[src/shared/tlp_pkg.sv]
package tlp_pkg;

   // ****************************************
   // Sources and register map
   // ****************************************
   localparam int          NSRC          = 8;
   localparam int          EXT_PINS      = 2;
   localparam int          PORT_PINS     = 4;
   localparam int          PERIPH_SRCS   = 5;
   localparam int          SYNC_W        = EXT_PINS + PORT_PINS;
   localparam logic [11:0] OFF_RESET_CTL = 12'h000;
   localparam logic [11:0] OFF_IRQ_CTL   = 12'h004;
   localparam logic [11:0] OFF_FLAG      = 12'h008;
   localparam logic [11:0] OFF_ENABLE    = 12'h00c;
   localparam logic [11:0] OFF_PRIO      = 12'h010;
   localparam logic [11:0] OFF_STATE     = 12'h014;

   // ****************************************
   // Field positions and reset values
   // ****************************************
   localparam int          PRIO_MODE_BIT = 7;
   localparam int          HIGH_EN_BIT   = 7;
   localparam int          LOW_EN_BIT    = 6;
   localparam logic [7:0]  PERIPH_MASK   = 8'hf8;
   localparam logic [7:0]  RST_BYTE      = 8'h00;
   localparam logic        RST_BIT       = 1'h0;

   // ****************************************
   // Vectors and timing
   // ****************************************
   localparam logic [15:0] VEC_HIGH      = 16'h0008;
   localparam logic [15:0] VEC_LOW       = 16'h0018;
   localparam logic [1:0]  DIV_LAST      = 2'h3;
   localparam logic [1:0]  LAT_WAIT      = 2'h2;

   typedef struct packed {
      logic        psel;
      logic        penable;
      logic        pwrite;
      logic [11:0] paddr;
      logic [31:0] pwdata;
   } tlp_apb_req_t;

   typedef struct packed {
      logic        pready;
      logic [31:0] prdata;
      logic        pslverr;
   } tlp_apb_rsp_t;

   typedef struct packed {
      logic        take;
      logic        high;
      logic [15:0] vector;
   } tlp_vec_t;

   typedef enum logic [2:0] {
      ST_IDLE = 3'b001,
      ST_WAIT = 3'b010,
      ST_TAKE = 3'b100
   } tlp_state_t;

endpackage

[src/rtl/tlp_sync_edge.sv]
`timescale 1ns/1ps
module tlp_sync_edge
   import tlp_pkg::*;
(
   // Clock and reset
   input  wire logic                 clk,
   input  wire logic                 rst,
   // Asynchronous pins
   input  wire logic [SYNC_W-1:0]    pinIn,
   // Synchronised events
   output logic      [EXT_PINS-1:0]  extRise,
   output logic                      portChange
);

   logic [SYNC_W-1:0] meta_ff;
   logic [SYNC_W-1:0] sync_ff;
   logic [SYNC_W-1:0] prev_ff;

   // ****************************************
   // Two-stage synchroniser, then history
   // ****************************************
   always_ff @(posedge clk) begin
      if (rst) begin
         meta_ff <= '0;
         sync_ff <= '0;
         prev_ff <= '0;
      end else begin
         meta_ff <= pinIn;
         sync_ff <= meta_ff;
         prev_ff <= sync_ff;
      end
   end

   assign extRise    = sync_ff[EXT_PINS-1:0] & ~prev_ff[EXT_PINS-1:0];
   assign portChange = |(sync_ff[SYNC_W-1:EXT_PINS] ^ prev_ff[SYNC_W-1:EXT_PINS]);

endmodule

[src/rtl/tlp_qualify.sv]
`timescale 1ns/1ps
module tlp_qualify
   import tlp_pkg::*;
(
   // Source state
   input  wire logic [NSRC-1:0] flag,
   input  wire logic [NSRC-1:0] enable,
   input  wire logic [NSRC-1:0] prio,
   // Global state
   input  wire logic            prioMode,
   input  wire logic            highEn,
   input  wire logic            lowEn,
   input  wire logic            hiActive,
   // Qualified requests
   output logic                 hiReq,
   output logic                 loReq
);

   logic [NSRC-1:0] armed;

   assign armed = flag & enable;

   always_comb begin
      hiReq = 1'b0;
      loReq = 1'b0;
      if (prioMode) begin
         // Low group also needs the high enable, which masks everything
         hiReq = highEn & |(armed & prio);
         loReq = highEn & lowEn & ~hiActive & |(armed & ~prio);
      end else begin
         // One level only; peripheral sources also need the low enable
         hiReq = highEn & |(armed & (~PERIPH_MASK | {NSRC{lowEn}}));
      end
   end

endmodule

[src/rtl/tlp_irq_ctrl.sv]
// Decided for this implementation: the register offsets and the APB slave port.
`timescale 1ns/1ps
module tlp_irq_ctrl
   import tlp_pkg::*;
(
   // Clock and reset
   input  wire logic                   clk,
   input  wire logic                   rst,
   // APB register port
   input  wire tlp_apb_req_t           apbReq,
   output tlp_apb_rsp_t                apbRsp,
   // Interrupt sources
   input  wire logic [EXT_PINS-1:0]    extPins,
   input  wire logic [PORT_PINS-1:0]   portIn,
   input  wire logic [PERIPH_SRCS-1:0] periphEvent,
   // Core sequencer
   input  wire logic                   retFromHandler,
   output tlp_vec_t                    vecReq,
   output logic                        instrCycle,
   // Interrupt level
   output logic                        irqOut
);

   // ****************************************
   // Declarations
   // ****************************************
   tlp_apb_rsp_t      apbRsp_ff;
   tlp_vec_t          vecReq_ff;
   tlp_state_t        state_ff;
   logic [1:0]        divCnt_ff;
   logic              instrEn_ff;
   logic [1:0]        waitCnt_ff;
   logic [NSRC-1:0]   flag_ff;
   logic [NSRC-1:0]   enable_ff;
   logic [NSRC-1:0]   prio_ff;
   logic [NSRC-1:0]   nxt_flag;
   logic              prioMode_ff;
   logic              highEn_ff;
   logic              lowEn_ff;
   logic              nxt_highEn;
   logic              nxt_lowEn;
   logic              hiActive_ff;
   logic              loActive_ff;
   logic              irqOut_ff;
   logic [EXT_PINS-1:0] extRise;
   logic              portChange;
   logic [NSRC-1:0]   srcEvent;
   logic              hiReq;
   logic              loReq;
   logic              anyReq;
   logic              takeNow;
   logic              takeHigh;
   logic              access;
   logic              wrCommit;
   logic [31:0]       rdData;
   logic              mapped;

   function automatic logic regHit(input logic [11:0] addr, input logic [11:0] off);
      regHit = (addr[11:2] == off[11:2]);
   endfunction

   // ****************************************
   // Instruction cycle divider
   // ****************************************
   always_ff @(posedge clk) begin
      if (rst) begin
         divCnt_ff  <= 2'h0;
         instrEn_ff <= 1'b0;
      end else begin
         divCnt_ff  <= (divCnt_ff == DIV_LAST) ? 2'h0 : divCnt_ff + 2'h1;
         instrEn_ff <= (divCnt_ff == DIV_LAST);
      end
   end

   // ****************************************
   // Sources
   // ****************************************
   tlp_sync_edge u_sync (
      .clk        (clk),
      .rst        (rst),
      .pinIn      ({portIn, extPins}),
      .extRise    (extRise),
      .portChange (portChange)
   );

   assign srcEvent = {periphEvent, portChange, extRise};

   // ****************************************
   // APB slave
   // ****************************************
   assign access   = apbReq.psel & apbReq.penable;
   assign wrCommit = access & apbReq.pwrite & apbRsp_ff.pready;
   assign mapped   = regHit(apbReq.paddr, OFF_RESET_CTL) | regHit(apbReq.paddr, OFF_IRQ_CTL)
                   | regHit(apbReq.paddr, OFF_FLAG) | regHit(apbReq.paddr, OFF_ENABLE)
                   | regHit(apbReq.paddr, OFF_PRIO) | regHit(apbReq.paddr, OFF_STATE);

   always_comb begin
      rdData = 32'h0000_0000;
      if (regHit(apbReq.paddr, OFF_RESET_CTL)) begin
         rdData[PRIO_MODE_BIT] = prioMode_ff;
      end else if (regHit(apbReq.paddr, OFF_IRQ_CTL)) begin
         rdData[HIGH_EN_BIT] = highEn_ff;
         rdData[LOW_EN_BIT]  = lowEn_ff;
      end else if (regHit(apbReq.paddr, OFF_FLAG)) begin
         rdData[NSRC-1:0] = flag_ff;
      end else if (regHit(apbReq.paddr, OFF_ENABLE)) begin
         rdData[NSRC-1:0] = enable_ff;
      end else if (regHit(apbReq.paddr, OFF_PRIO)) begin
         rdData[NSRC-1:0] = prio_ff;
      end else if (regHit(apbReq.paddr, OFF_STATE)) begin
         rdData[0]     = hiActive_ff;
         rdData[1]     = loActive_ff;
         rdData[2]     = hiReq;
         rdData[3]     = loReq;
         rdData[6:4]   = state_ff;
         rdData[31:16] = vecReq_ff.vector;
      end
   end

   // One wait state: answer in the second access cycle
   always_ff @(posedge clk) begin
      if (rst) begin
         apbRsp_ff <= '0;
      end else begin
         apbRsp_ff.pready  <= access & ~apbRsp_ff.pready;
         apbRsp_ff.pslverr <= access & ~apbRsp_ff.pready & ~mapped;
         apbRsp_ff.prdata  <= (access & ~apbRsp_ff.pready & ~apbReq.pwrite) ? rdData
                                                                          : 32'h0000_0000;
      end
   end

   // ****************************************
   // Source registers
   // ****************************************
   always_comb begin
      nxt_flag = flag_ff;
      if (wrCommit && regHit(apbReq.paddr, OFF_FLAG)) begin
         nxt_flag = flag_ff & ~apbReq.pwdata[NSRC-1:0];
      end
      nxt_flag = nxt_flag | srcEvent;
   end

   always_ff @(posedge clk) begin
      if (rst) begin
         flag_ff <= RST_BYTE;
      end else begin
         flag_ff <= nxt_flag;
      end
   end

   always_ff @(posedge clk) begin
      if (rst) begin
         enable_ff <= RST_BYTE;
         prio_ff   <= RST_BYTE;
      end else if (wrCommit) begin
         if (regHit(apbReq.paddr, OFF_ENABLE)) begin
            enable_ff <= apbReq.pwdata[NSRC-1:0];
         end
         if (regHit(apbReq.paddr, OFF_PRIO)) begin
            prio_ff <= apbReq.pwdata[NSRC-1:0];
         end
      end
   end

   always_ff @(posedge clk) begin
      if (rst) begin
         prioMode_ff <= RST_BIT;
      end else if (wrCommit && regHit(apbReq.paddr, OFF_RESET_CTL)) begin
         prioMode_ff <= apbReq.pwdata[PRIO_MODE_BIT];
      end
   end

   // ****************************************
   // Global enables
   // ****************************************
   always_comb begin
      nxt_highEn = highEn_ff;
      nxt_lowEn  = lowEn_ff;
      if (wrCommit && regHit(apbReq.paddr, OFF_IRQ_CTL)) begin
         nxt_highEn = apbReq.pwdata[HIGH_EN_BIT];
         nxt_lowEn  = apbReq.pwdata[LOW_EN_BIT];
      end
      if (retFromHandler) begin
         if (hiActive_ff) begin
            nxt_highEn = 1'b1;
         end else if (loActive_ff) begin
            nxt_lowEn = 1'b1;
         end
      end
      // Entry wins over a software write in the same cycle
      if (takeNow) begin
         if (takeHigh) begin
            nxt_highEn = 1'b0;
         end else begin
            nxt_lowEn = 1'b0;
         end
      end
   end

   always_ff @(posedge clk) begin
      if (rst) begin
         highEn_ff <= RST_BIT;
         lowEn_ff  <= RST_BIT;
      end else begin
         highEn_ff <= nxt_highEn;
         lowEn_ff  <= nxt_lowEn;
      end
   end

   // ****************************************
   // Handler levels in progress
   // ****************************************
   always_ff @(posedge clk) begin
      if (rst) begin
         hiActive_ff <= RST_BIT;
         loActive_ff <= RST_BIT;
      end else if (takeNow) begin
         if (takeHigh) begin
            hiActive_ff <= 1'b1;
         end else begin
            loActive_ff <= 1'b1;
         end
      end else if (retFromHandler) begin
         if (hiActive_ff) begin
            hiActive_ff <= 1'b0;
         end else begin
            loActive_ff <= 1'b0;
         end
      end
   end

   // ****************************************
   // Request qualification and take sequence
   // ****************************************
   tlp_qualify u_qualify (
      .flag     (flag_ff),
      .enable   (enable_ff),
      .prio     (prio_ff),
      .prioMode (prioMode_ff),
      .highEn   (highEn_ff),
      .lowEn    (lowEn_ff),
      .hiActive (hiActive_ff),
      .hiReq    (hiReq),
      .loReq    (loReq)
   );

   assign anyReq   = hiReq | loReq;
   assign takeHigh = hiReq | ~prioMode_ff;
   assign takeNow  = (state_ff == ST_WAIT) & instrEn_ff & anyReq
                   & (waitCnt_ff == LAT_WAIT);

   always_ff @(posedge clk) begin
      if (rst) begin
         state_ff   <= ST_IDLE;
         waitCnt_ff <= 2'h0;
      end else begin
         case (state_ff)
            ST_IDLE: begin
               waitCnt_ff <= 2'h0;
               if (instrEn_ff && anyReq) begin
                  state_ff <= ST_WAIT;
               end
            end
            ST_WAIT: begin
               if (!anyReq) begin
                  state_ff <= ST_IDLE;
               end else if (takeNow) begin
                  state_ff <= ST_TAKE;
               end else if (instrEn_ff) begin
                  waitCnt_ff <= waitCnt_ff + 2'h1;
               end
            end
            ST_TAKE: begin
               state_ff <= ST_IDLE;
            end
            default: begin
               state_ff <= ST_IDLE;
            end
         endcase
      end
   end

   // Take pulse asks the core to push the return address and jump
   always_ff @(posedge clk) begin
      if (rst) begin
         vecReq_ff <= '0;
      end else begin
         vecReq_ff.take <= takeNow;
         if (takeNow) begin
            vecReq_ff.high   <= takeHigh;
            vecReq_ff.vector <= takeHigh ? VEC_HIGH : VEC_LOW;
         end
      end
   end

   always_ff @(posedge clk) begin
      if (rst) begin
         irqOut_ff <= 1'b0;
      end else begin
         irqOut_ff <= |(flag_ff & enable_ff);
      end
   end

   // ****************************************
   // Outputs
   // ****************************************
   assign apbRsp     = apbRsp_ff;
   assign vecReq     = vecReq_ff;
   assign instrCycle = instrEn_ff;
   assign irqOut     = irqOut_ff;

endmodule

[config.mk]
export PLATFORM = sky130hd
export DESIGN_NAME = tlp_irq_ctrl
export DESIGN_NICKNAME = d
export VERILOG_FILES = /design/src/shared/tlp_pkg.sv /design/src/rtl/tlp_sync_edge.sv /design/src/rtl/tlp_qualify.sv /design/src/rtl/tlp_irq_ctrl.sv
export SDC_FILE = /design/constraint.sdc
export NUM_CORES = 1
export LEC_CHECK = 0
export BUFFER_PORTS_ARGS = -buffer_cell sky130_fd_sc_hd__buf_2
export CAP_MARGIN = 20
export CORE_MARGIN = 2
export CORE_UTILIZATION = 30
export CTS_CLUSTER_DIAMETER = 80
export DETAILED_ROUTE_END_ITERATION = 8
export SYNTH_ARGS = -nofsm -noshare
export SYNTH_HDL_FRONTEND = slang
export SYNTH_SLANG_ARGS = --single-unit
export TNS_END_PERCENT = 50
[constraint.sdc]
create_clock -name clk -period 2.3 [get_ports clk]
set_input_delay 0.345 -clock clk [delete_from_list [all_inputs] [get_ports clk]]
set_output_delay 0.345 -clock clk [all_outputs]
set_load 0.05 [all_outputs]
== Yosys cells after proc, flatten, opt, wreduce, memory -nomap -nowiden ==
Cells that the tools add are included.
W data, S select, Z words.

* Bitwise gates (word level): 39
* Reductions and logical operators: 23
* Muxes and demuxes: 37
* Eq/ne operators: 17
* Add/sub/neg operators: 2

{| class="wikitable"
|+ Operator list
! operator !! number
|-
| $and A8 B8 Y8 || 5
|-
| $reduce_or A8 Y1 || 5
|-
| $mux W8 || 3
|-
| $mux W1 || 22
|-
| $eq A10 B2 Y1 const B || 2
|-
| $eq A10 B3 Y1 const B || 2
|-
| $not A8 Y8 || 2
|-
| $and A1 B1 Y1 || 14
|-
| $mux W7 || 2
|-
| $eq A10 B1 Y1 const B || 1
|-
| $logic_not A10 Y1 || 1
|-
| $ne A2 B2 Y1 const B || 5
|-
| $mux W3 || 3
|-
| $mux W2 || 4
|-
| $or A8 B8 Y8 || 1
|-
| $reduce_and A2 Y1 || 4
|-
| $reduce_or A4 Y1 || 2
|-
| $not A1 Y1 || 7
|-
| $or A1 B1 Y1 || 7
|-
| $pmux W3 S2 || 1
|-
| $mux W5 || 1
|-
| $add A2 B1 Y2 const B || 2
|-
| $eq A2 B2 Y1 const B || 2
|-
| $logic_and A1 B1 Y1 || 4
|-
| 13 further kinds || 16
|}

* Bits in registers: 108
* Output and inout bits: 54

== Longest topological paths before layout ==
Gate-level depths: netlist of run 1.

* Depth in word-level cells: 11
* Mapped depth: 7
* Gate-level depth less buffers: 7

== Hierarchy ==
A second synthesis of run 1 with hierarchy kept.

* Cells, all modules: 354
* Area, all modules: 3315.7 µm²

{| class="wikitable"
|+ Modules (own cells, without submodules)
! module !! area each (µm²) !! times used !! sequential area each (µm²) !! cells an instance
|-
| tlp_irq_ctrl || 2607.5 || 1 || 1081.0 || 279
|-
| tlp_sync_edge || 543.0 || 1 || 360.3 || 44
|-
| tlp_qualify || 165.2 || 1 || 0.0 || 31
|}

== Least setup slack after synthesis of run 1 ==
OpenSTA, ideal clock, no wires.

* Path type: input -> register
* From: input port apbReq[37] in the netlist's numbering
* To: register prioMode_ff
* Arrival: 2.111 ns
* Path slack: 0.061 ns
* Stages on the path: 6
* Buffers on the path: 0
* Cell sequence: or4_4 -> or4_4 -> or3_4 -> nor3_1 -> mux2i_1 -> nor2_1

* Longest elaborated chain between the ends: 2

{| class="wikitable"
|+ RTL lines
! element !! line !! text
|-
| start, declared || tlp_irq_ctrl.sv:10 || <nowiki>input wire tlp_apb_req_t apbReq,</nowiki>
|-
| $logic_not A10 Y1 || tlp_irq_ctrl.sv:59 || <nowiki>regHit = (addr[11:2] == off[11:2]);</nowiki>
|-
| $logic_and A1 B1 Y1 || tlp_irq_ctrl.sv:168 || <nowiki>end else if (wrCommit && regHit(apbReq.paddr, OFF_RESET_CTL)) begin</nowiki>
|-
| end signal, assigned || tlp_irq_ctrl.sv:169 || <nowiki>prioMode_ff <= apbReq.pwdata[PRIO_MODE_BIT];</nowiki>
|-
| end, declared || tlp_irq_ctrl.sv:37 || <nowiki>logic prioMode_ff;</nowiki>
|}

Every way passes these cells.
A chain may end at the register's enable or synchronous reset.

== Worst setup path after layout of run 1 ==
* From: input port apbReq[37] in the netlist's numbering
* To: register lowEn_ff

* Longest elaborated chain between the ends: 8

{| class="wikitable"
|+ RTL lines
! element !! line !! text
|-
| $eq A10 B1 Y1 * || tlp_irq_ctrl.sv:59 ||
|-
| $logic_and A1 B1 Y1 * || tlp_irq_ctrl.sv:179 || <nowiki>if (wrCommit && regHit(apbReq.paddr, OFF_IRQ_CTL)) begin</nowiki>
|-
| $mux W1 * || tlp_irq_ctrl.sv:179 ||
|-
| $mux W1 || tlp_irq_ctrl.sv:186 || <nowiki>end else if (loActive_ff) begin</nowiki>
|-
| $mux W1 || tlp_irq_ctrl.sv:184 || <nowiki>if (hiActive_ff) begin</nowiki>
|-
| $mux W1 * || tlp_irq_ctrl.sv:183 || <nowiki>if (retFromHandler) begin</nowiki>
|-
| $mux W1 || tlp_irq_ctrl.sv:192 || <nowiki>if (takeHigh) begin</nowiki>
|-
| $mux W1 * || tlp_irq_ctrl.sv:191 || <nowiki>if (takeNow) begin</nowiki>
|-
| end signal, assigned || tlp_irq_ctrl.sv:206 || <nowiki>lowEn_ff <= nxt_lowEn;</nowiki>
|-
| end, declared || tlp_irq_ctrl.sv:39 || <nowiki>logic lowEn_ff;</nowiki>
|}

Mark *: on every way between the ends. The rest lies on a longest branch, timed or not.

==> metrics.md, run 1 <==
| Metric | Value |
|---|---|
| Status | `complete, no violations` |
| Worst Hold Class | `primary input to flip-flop` |
| Htree depth | `3` |
| Arrival time worst endpoint | `2.25 ns` |
| Critical path endpoint category | `flip-flop` |
| Final worst slack | `0.269 ns` |
| CP max FO | `3` |
| Hold Slack | `0.195 ns` |
| CP required | `2.52 ns` |
| CTS Hold Bufs | `0` |
| Fin. Hold Viols | `0` |
| Relative slew slack | `0.585` |
| First-pass GRT wire length | `11800 µm` |
| Tmin final | `2.03 ns` |
| DP HPWL | `5660 µm` |
| Vias per inst | `4.68` |
| Sequential area share after synthesis | `0.442` |
| Via count | `2724` |
| # rows | `38` |
| CTS clk-pin slew, worst paths | `0.07 ns` |
| Post-synth EDFFs | `0` |
| Via count of the first global-routing pass | `2411` |
| Routed WL per cell | `13.0 µm` |
| Chip width | `108 µm` |
| Layout Cells excl Fill | `582` |
| Period utilisation layout | `0.883` |
| Grt total ovfl | `0` |
| DRT Pass-1 Iters | `4` |
| Final max-slew violation count | `0` |
| Ports | `115` |
| Tot GR Track Use | `0.131` |
| Post-synth top area cell | `dfxtp_1` |
| GPL Wtd Cong | `0.866` |
| Static leakage | `1.62 nW` |
| Area growth, synth to finish | `19.3%` |
| Worst Setup Start Kind | `primary input` |
| Share of layout cells above drive strength 1 | `0.204` |
| Clock Latency Late Sink | `0.35 ns` |
| PD cells | `722 nW/µm²` |
| Cells taking the most area after synthesis | `dfxtp_1 (44%), buf_4 (8.3%), mux2i_1 (6.1%), nor2b_1 (5.0%), a21oi_1 (4.3%)` |
| Dpl cell area | `3640 µm²` |
| Nets | `500` |
| Worst Tran Pin Value | `0.617 ns` |
| Met1 Wirelength | `3370 µm` |
| Share of the synthesized area in the top cell type | `0.442` |
| Setup violators final | `0` |
| Ys flop type | `dfxtp_1` |
| Max IR drop VDD | `0.000308 V` |
| Filler Cell Count | `1125` |
| Post-CTS Setup Bufs | `0` |
| Syn Inst Count | `369` |
| CTS tree | `yes` |
| Total CTS buffers | `9` |
| Resized cells post-CTS | `0` |
| Setup TNS | `0 ns` |
| Cells after DPL | `566` |
| Most frequent cells in the layout | `dfxtp_1 (72), buf_2 (52), conb_1 (36)` |
| Multi-input logic area | `1610 µm²` |
| Commonest non-fill, non-tap cell in the layout | `dfxtp_1` |
| Ys async rst share | `0` |
| Final WL | `7540 µm` |
| Placement Setup Slack | `-0.0686 ns` |
| Met3 routed WL | `493 µm` |
| DR iter-0 viols | `144` |
| Initial antenna violation count | `0` |
| Seq. cell area | `1440 µm²` |
| DIE HEIGHT | `108 µm` |
| Flops & latches, synth | `72` |
| Total Power | `2.81 mW` |
| Max Cap Violations | `0` |
| Critical path class | `primary input to flip-flop` |
| N_diodes | `0` |
| Buffers on Ports | `52` |
| Residual DRC | `0` |
| Met2 Routed Length | `3510 µm` |
| Antenna Nets Post-Route | `0` |
| CTS Buffer Depth | `2` |
| Largest net degree at the start of global routing | `59` |
| Clock skew | `0.0150 ns` |
| Synth warnings | `0` |
| RSZ-0062 raised after global routing | `false` |
| Sink Count | `72` |
| Post-route cell area | `3890 µm²` |
| Unique masters post-synth | `47` |
| Fin util | `0.364` |
| Mapped Avg Cell Area | `8.84 µm²` |
| CORE AREA | `10700 µm²` |
| Highest metal used | `met4` |
| Die area | `11700 µm²` |
| Syn Std Cell Area | `3260 µm²` |
| Initial Util | `0.305` |
| Max Freq | `492 MHz` |
| CTS Root Cell | `clkbuf_8` |
## metal layers
| layer | up-vias | GRT usage |
|---|---|---|
| met4 | 0 | 0.0568 |
| met2 | 89 | 0.205 |
| met5 | - | 0 |
| met3 | 15 | 0.0386 |
| met1 | 1271 | 0.168 |
| li1 | 1349 | - |
## synthesized netlist by cell type (all sizes together) (7+ instances only)
master / number
o21ai: 15
dfxtp: 72
nor2b: 26
nand3: 13
buf: 39
nand2: 33
a21oi: 28
mux2i: 20
inv: 9
nand3b: 7
nor2: 33
nor3: 9
## logic make-up (layout without fill, tap and decap cells)
logic type,count (synthesis),count (layout),share of synthesized area
compound gates,69,69,0.132
xor+xnor,4,4,0.0107
fa+ha+maj,2,2,0.00767
buf+inv,54,92,0.104
flops,72,72,0.442
mux,21,21,0.0648
other cells,1,36,0.00115
simple gates,146,146,0.238
## final cells by class
type	instances	area share
multi-input cells	278	0.415
flip-flops and latches	72	0.371
repair buffers	67	0.0959
well taps	140	0.0450
clock buffers	12	0.0399
clock inverters	4	0.0254
inverters	9	0.00868
## final timing paths
check	cells after the start	start	slack (ns)	endpoint
setup / recovery	7	apbReq[37]	0.27	lowEn_ff
hold / removal	2	portIn[2]	0.19	u_sync.meta_ff[4]
setup reg to reg	6	flag_ff[4]	0.29	highEn_ff
hold reg to reg	1	divCnt_ff[0]	0.43	divCnt_ff[0]
## report_power, final
group          internal [mW]  switching [mW]  total, mW
clock                  0.784           0.463       1.25
combinational         0.0594           0.204      0.263
sequential              1.28          0.0233       1.30
total                   2.12           0.690       2.81
## flip-flops by register name, indices dropped and copies added, names as in the netlist, 2 cells and up
register        count
apbRsp             12
enable_ff           8
flag_ff             8
prio_ff             8
u_sync.meta_ff      6
u_sync.prev_ff      6
u_sync.sync_ff      6
vecReq              4
state_ff            3
divCnt_ff           2
waitCnt_ff          2
## worst max-delay path, stage by stage
cell	delay (ns)
buf_2	0.10
or4_4	0.53
or4_4	0.44
or3_4	0.38
nor2_4	0.12
mux2i_1	0.25
a211oi_2	0.09
Note: power is estimated with default switching activity, not from simulation.
==> inputs of run 2 (changes only) <==
- CORE_UTILIZATION: 30 -> 45
- PLACE_DENSITY: default -> 0.76
- SETUP_SLACK_MARGIN: default -> 0.15
==> run 2 against run 1 <==
Compared with the run above:
- global-route usage up 5.9 points
- clock power down 14%
- maximum frequency down 0.29%
- first-iteration DRC count up 22%
- non-clock buffer count down 1
- via count down 1.7%
- critical path depth unchanged
- clock-buffer cell count up 1
- sequential power about the same
- critical path type unchanged
- routed wire length down 4.6%
- die area down 32%
- cell area down 2.4%
==> metrics.md, run 2 (synthesis results as in run 1) <==
| Metric | Value |
|---|---|
| Ports | `115` |
| Commonest non-fill, non-tap cell in the layout | `dfxtp_1` |
| Hold Slack | `0.203 ns` |
| CTS clk-pin slew, worst paths | `0.08 ns` |
| Worst Hold Class | `primary input to flip-flop` |
| DRT Pass-1 Iters | `5` |
| Hold depth | `2` |
| Cells after DPL | `524` |
| Filler Cell Count | `709` |
| Grt total ovfl | `0` |
| CTS Root Cell | `clkbuf_8` |
| CP required | `2.52 ns` |
| Hold path start | `extPins[0]` |
| Critical path class | `primary input to flip-flop` |
| Critical path endpoint category | `flip-flop` |
| DIE HEIGHT | `89.1 µm` |
| Clock skew | `0.0110 ns` |
| Max IR drop VDD | `0.000286 V` |
| Most frequent cells in the layout | `dfxtp_1 (72), buf_2 (52), conb_1 (36)` |
| Terminus of the critical flop-to-flop path | `highEn_ff` |
| CP max FO | `3` |
| Status | `complete, no violations` |
| GPL Wtd Cong | `0.879` |
| Final max-slew violation count | `0` |
| # rows | `31` |
| Most frequent cell on the critical path | `or4_4` |
| R2R Setup Slk | `0.35 ns` |
| Nets | `499` |
| Max reg flops | `12` |
| CTS Buffer Depth | `2` |
| Post-CTS Setup Bufs | `0` |
| Via count | `2679` |
| Buffers on Ports | `52` |
| Final WL | `7190 µm` |
| Period utilisation layout | `0.886` |
| Multi-input logic area | `1620 µm²` |
| Initial Util | `0.457` |
| N_diodes | `0` |
| Htree depth | `3` |
| Largest net degree at the start of global routing | `59` |
| Relative slew slack | `0.609` |
| Setup violators final | `0` |
| CP Cell Sequence | `buf_2 -> or4_4 -> or4_4 -> or3_4 -> nor2_4 -> mux2i_1 -> a211oi_2` |
| R2R depth | `6` |
| PD cells | `695 nW/µm²` |
| Fin. Hold Viols | `0` |
| Layout Cells excl Fill | `540` |
| CP max stage cell | `or4_4` |
| FF-to-FF Start | `flag_ff[4]` |
| Die area | `7940 µm²` |
| Resized cells post-CTS | `0` |
| Clock Latency Late Sink | `0.35 ns` |
| First-pass GRT wire length | `11400 µm` |
| Worst Tran Pin Value | `0.587 ns` |
| Share of layout cells above drive strength 1 | `0.200` |
| Arrival time worst endpoint | `2.25 ns` |
| Worst Setup Start Kind | `primary input` |
| WHS Endpoint | `u_sync.meta_ff[0]` |
| Max Cap Violations | `0` |
| RSZ-0062 raised after global routing | `false` |
| Routed WL per cell | `13.3 µm` |
| CTS tree | `yes` |
| Sink Count | `72` |
| Area growth, synth to finish | `16.4%` |
| Static leakage | `1.59 nW` |
| Antenna Nets Post-Route | `0` |
| DP HPWL | `5270 µm` |
| Seq. cell area | `1440 µm²` |
| CTS Hold Bufs | `0` |
| Chip width | `89.1 µm` |
| DR iter-0 viols | `175` |
| Via count of the first global-routing pass | `2408` |
| Total CTS buffers | `9` |
| Tot GR Track Use | `0.190` |
| Residual DRC | `0` |
| CORE AREA | `7140 µm²` |
| Max Freq | `491 MHz` |
| Tmin final | `2.04 ns` |
| Initial antenna violation count | `0` |
| Crit-path max cell delay | `0.53 ns` |
| Vias per inst | `4.96` |
## run 2: cell type report
type                    count  area share
multi-input cells         278       0.426
flip-flops and latches     72       0.380
repair buffers             66      0.0962
clock buffers              13      0.0392
well taps                  99      0.0326
clock inverters             3      0.0171
inverters                   9     0.00890
## run 2: critical path: cells and delay by family
kind / cells / cell delay, ns
buffers and inverters: 1 / 0.10
AND/OR/NAND/NOR: 4 / 1.46
AO/OA/AOI/OAI: 1 / 0.09
multiplexers: 1 / 0.26
## run 2: how the worst max path moves through the flow
stage                     startpoint        end  slack (ns)  depth (start not counted)
after detailed placement  apbReq[37]   lowEn_ff        -0.1                          7
after global placement    apbReq[37]  highEn_ff       -0.05                          7
after global routing      flag_ff[4]  highEn_ff        0.17                          6
after floorplan           apbReq[37]  highEn_ff        0.07                          6
after CTS                 apbReq[37]   lowEn_ff        0.27                          7
final                     apbReq[37]   lowEn_ff        0.26                          7
## run 2: where the power goes
group / leakage (nW) / switching [mW] / internal (mW)
combinational: 0.900 / 0.202 / 0.0584
sequential: 0.586 / 0.0229 / 1.28
clock: 0.108 / 0.440 / 0.640
## run 2: stage by stage
stage	worst slack, ns	area [µm²]	total power [mW]	util	TNS [ns]
final	0.263	3800	2.64	0.532	0
after global placement	-0.0471	3580	1.58	0.502	-0.0915
after global routing	0.172	3800	2.75	0.532	0
after detailed placement	-0.0982	3580	1.59	0.502	-0.191
after floorplan	0.0688	3400	1.57	-	0
after CTS	0.270	3800	2.67	0.532	0
## run 2: routing by layer
| layer | track usage | vias to the layer above | part of all wire |
|---|---|---|---|
| met1 | 0.236 | 1226 | 0.44 |
| met5 | 0 | - | 0 |
| li1 | - | 1342 | - |
| met4 | 0.0773 | 0 | 0.014 |
| met2 | 0.308 | 101 | 0.48 |
| met3 | 0.0600 | 10 | 0.063 |
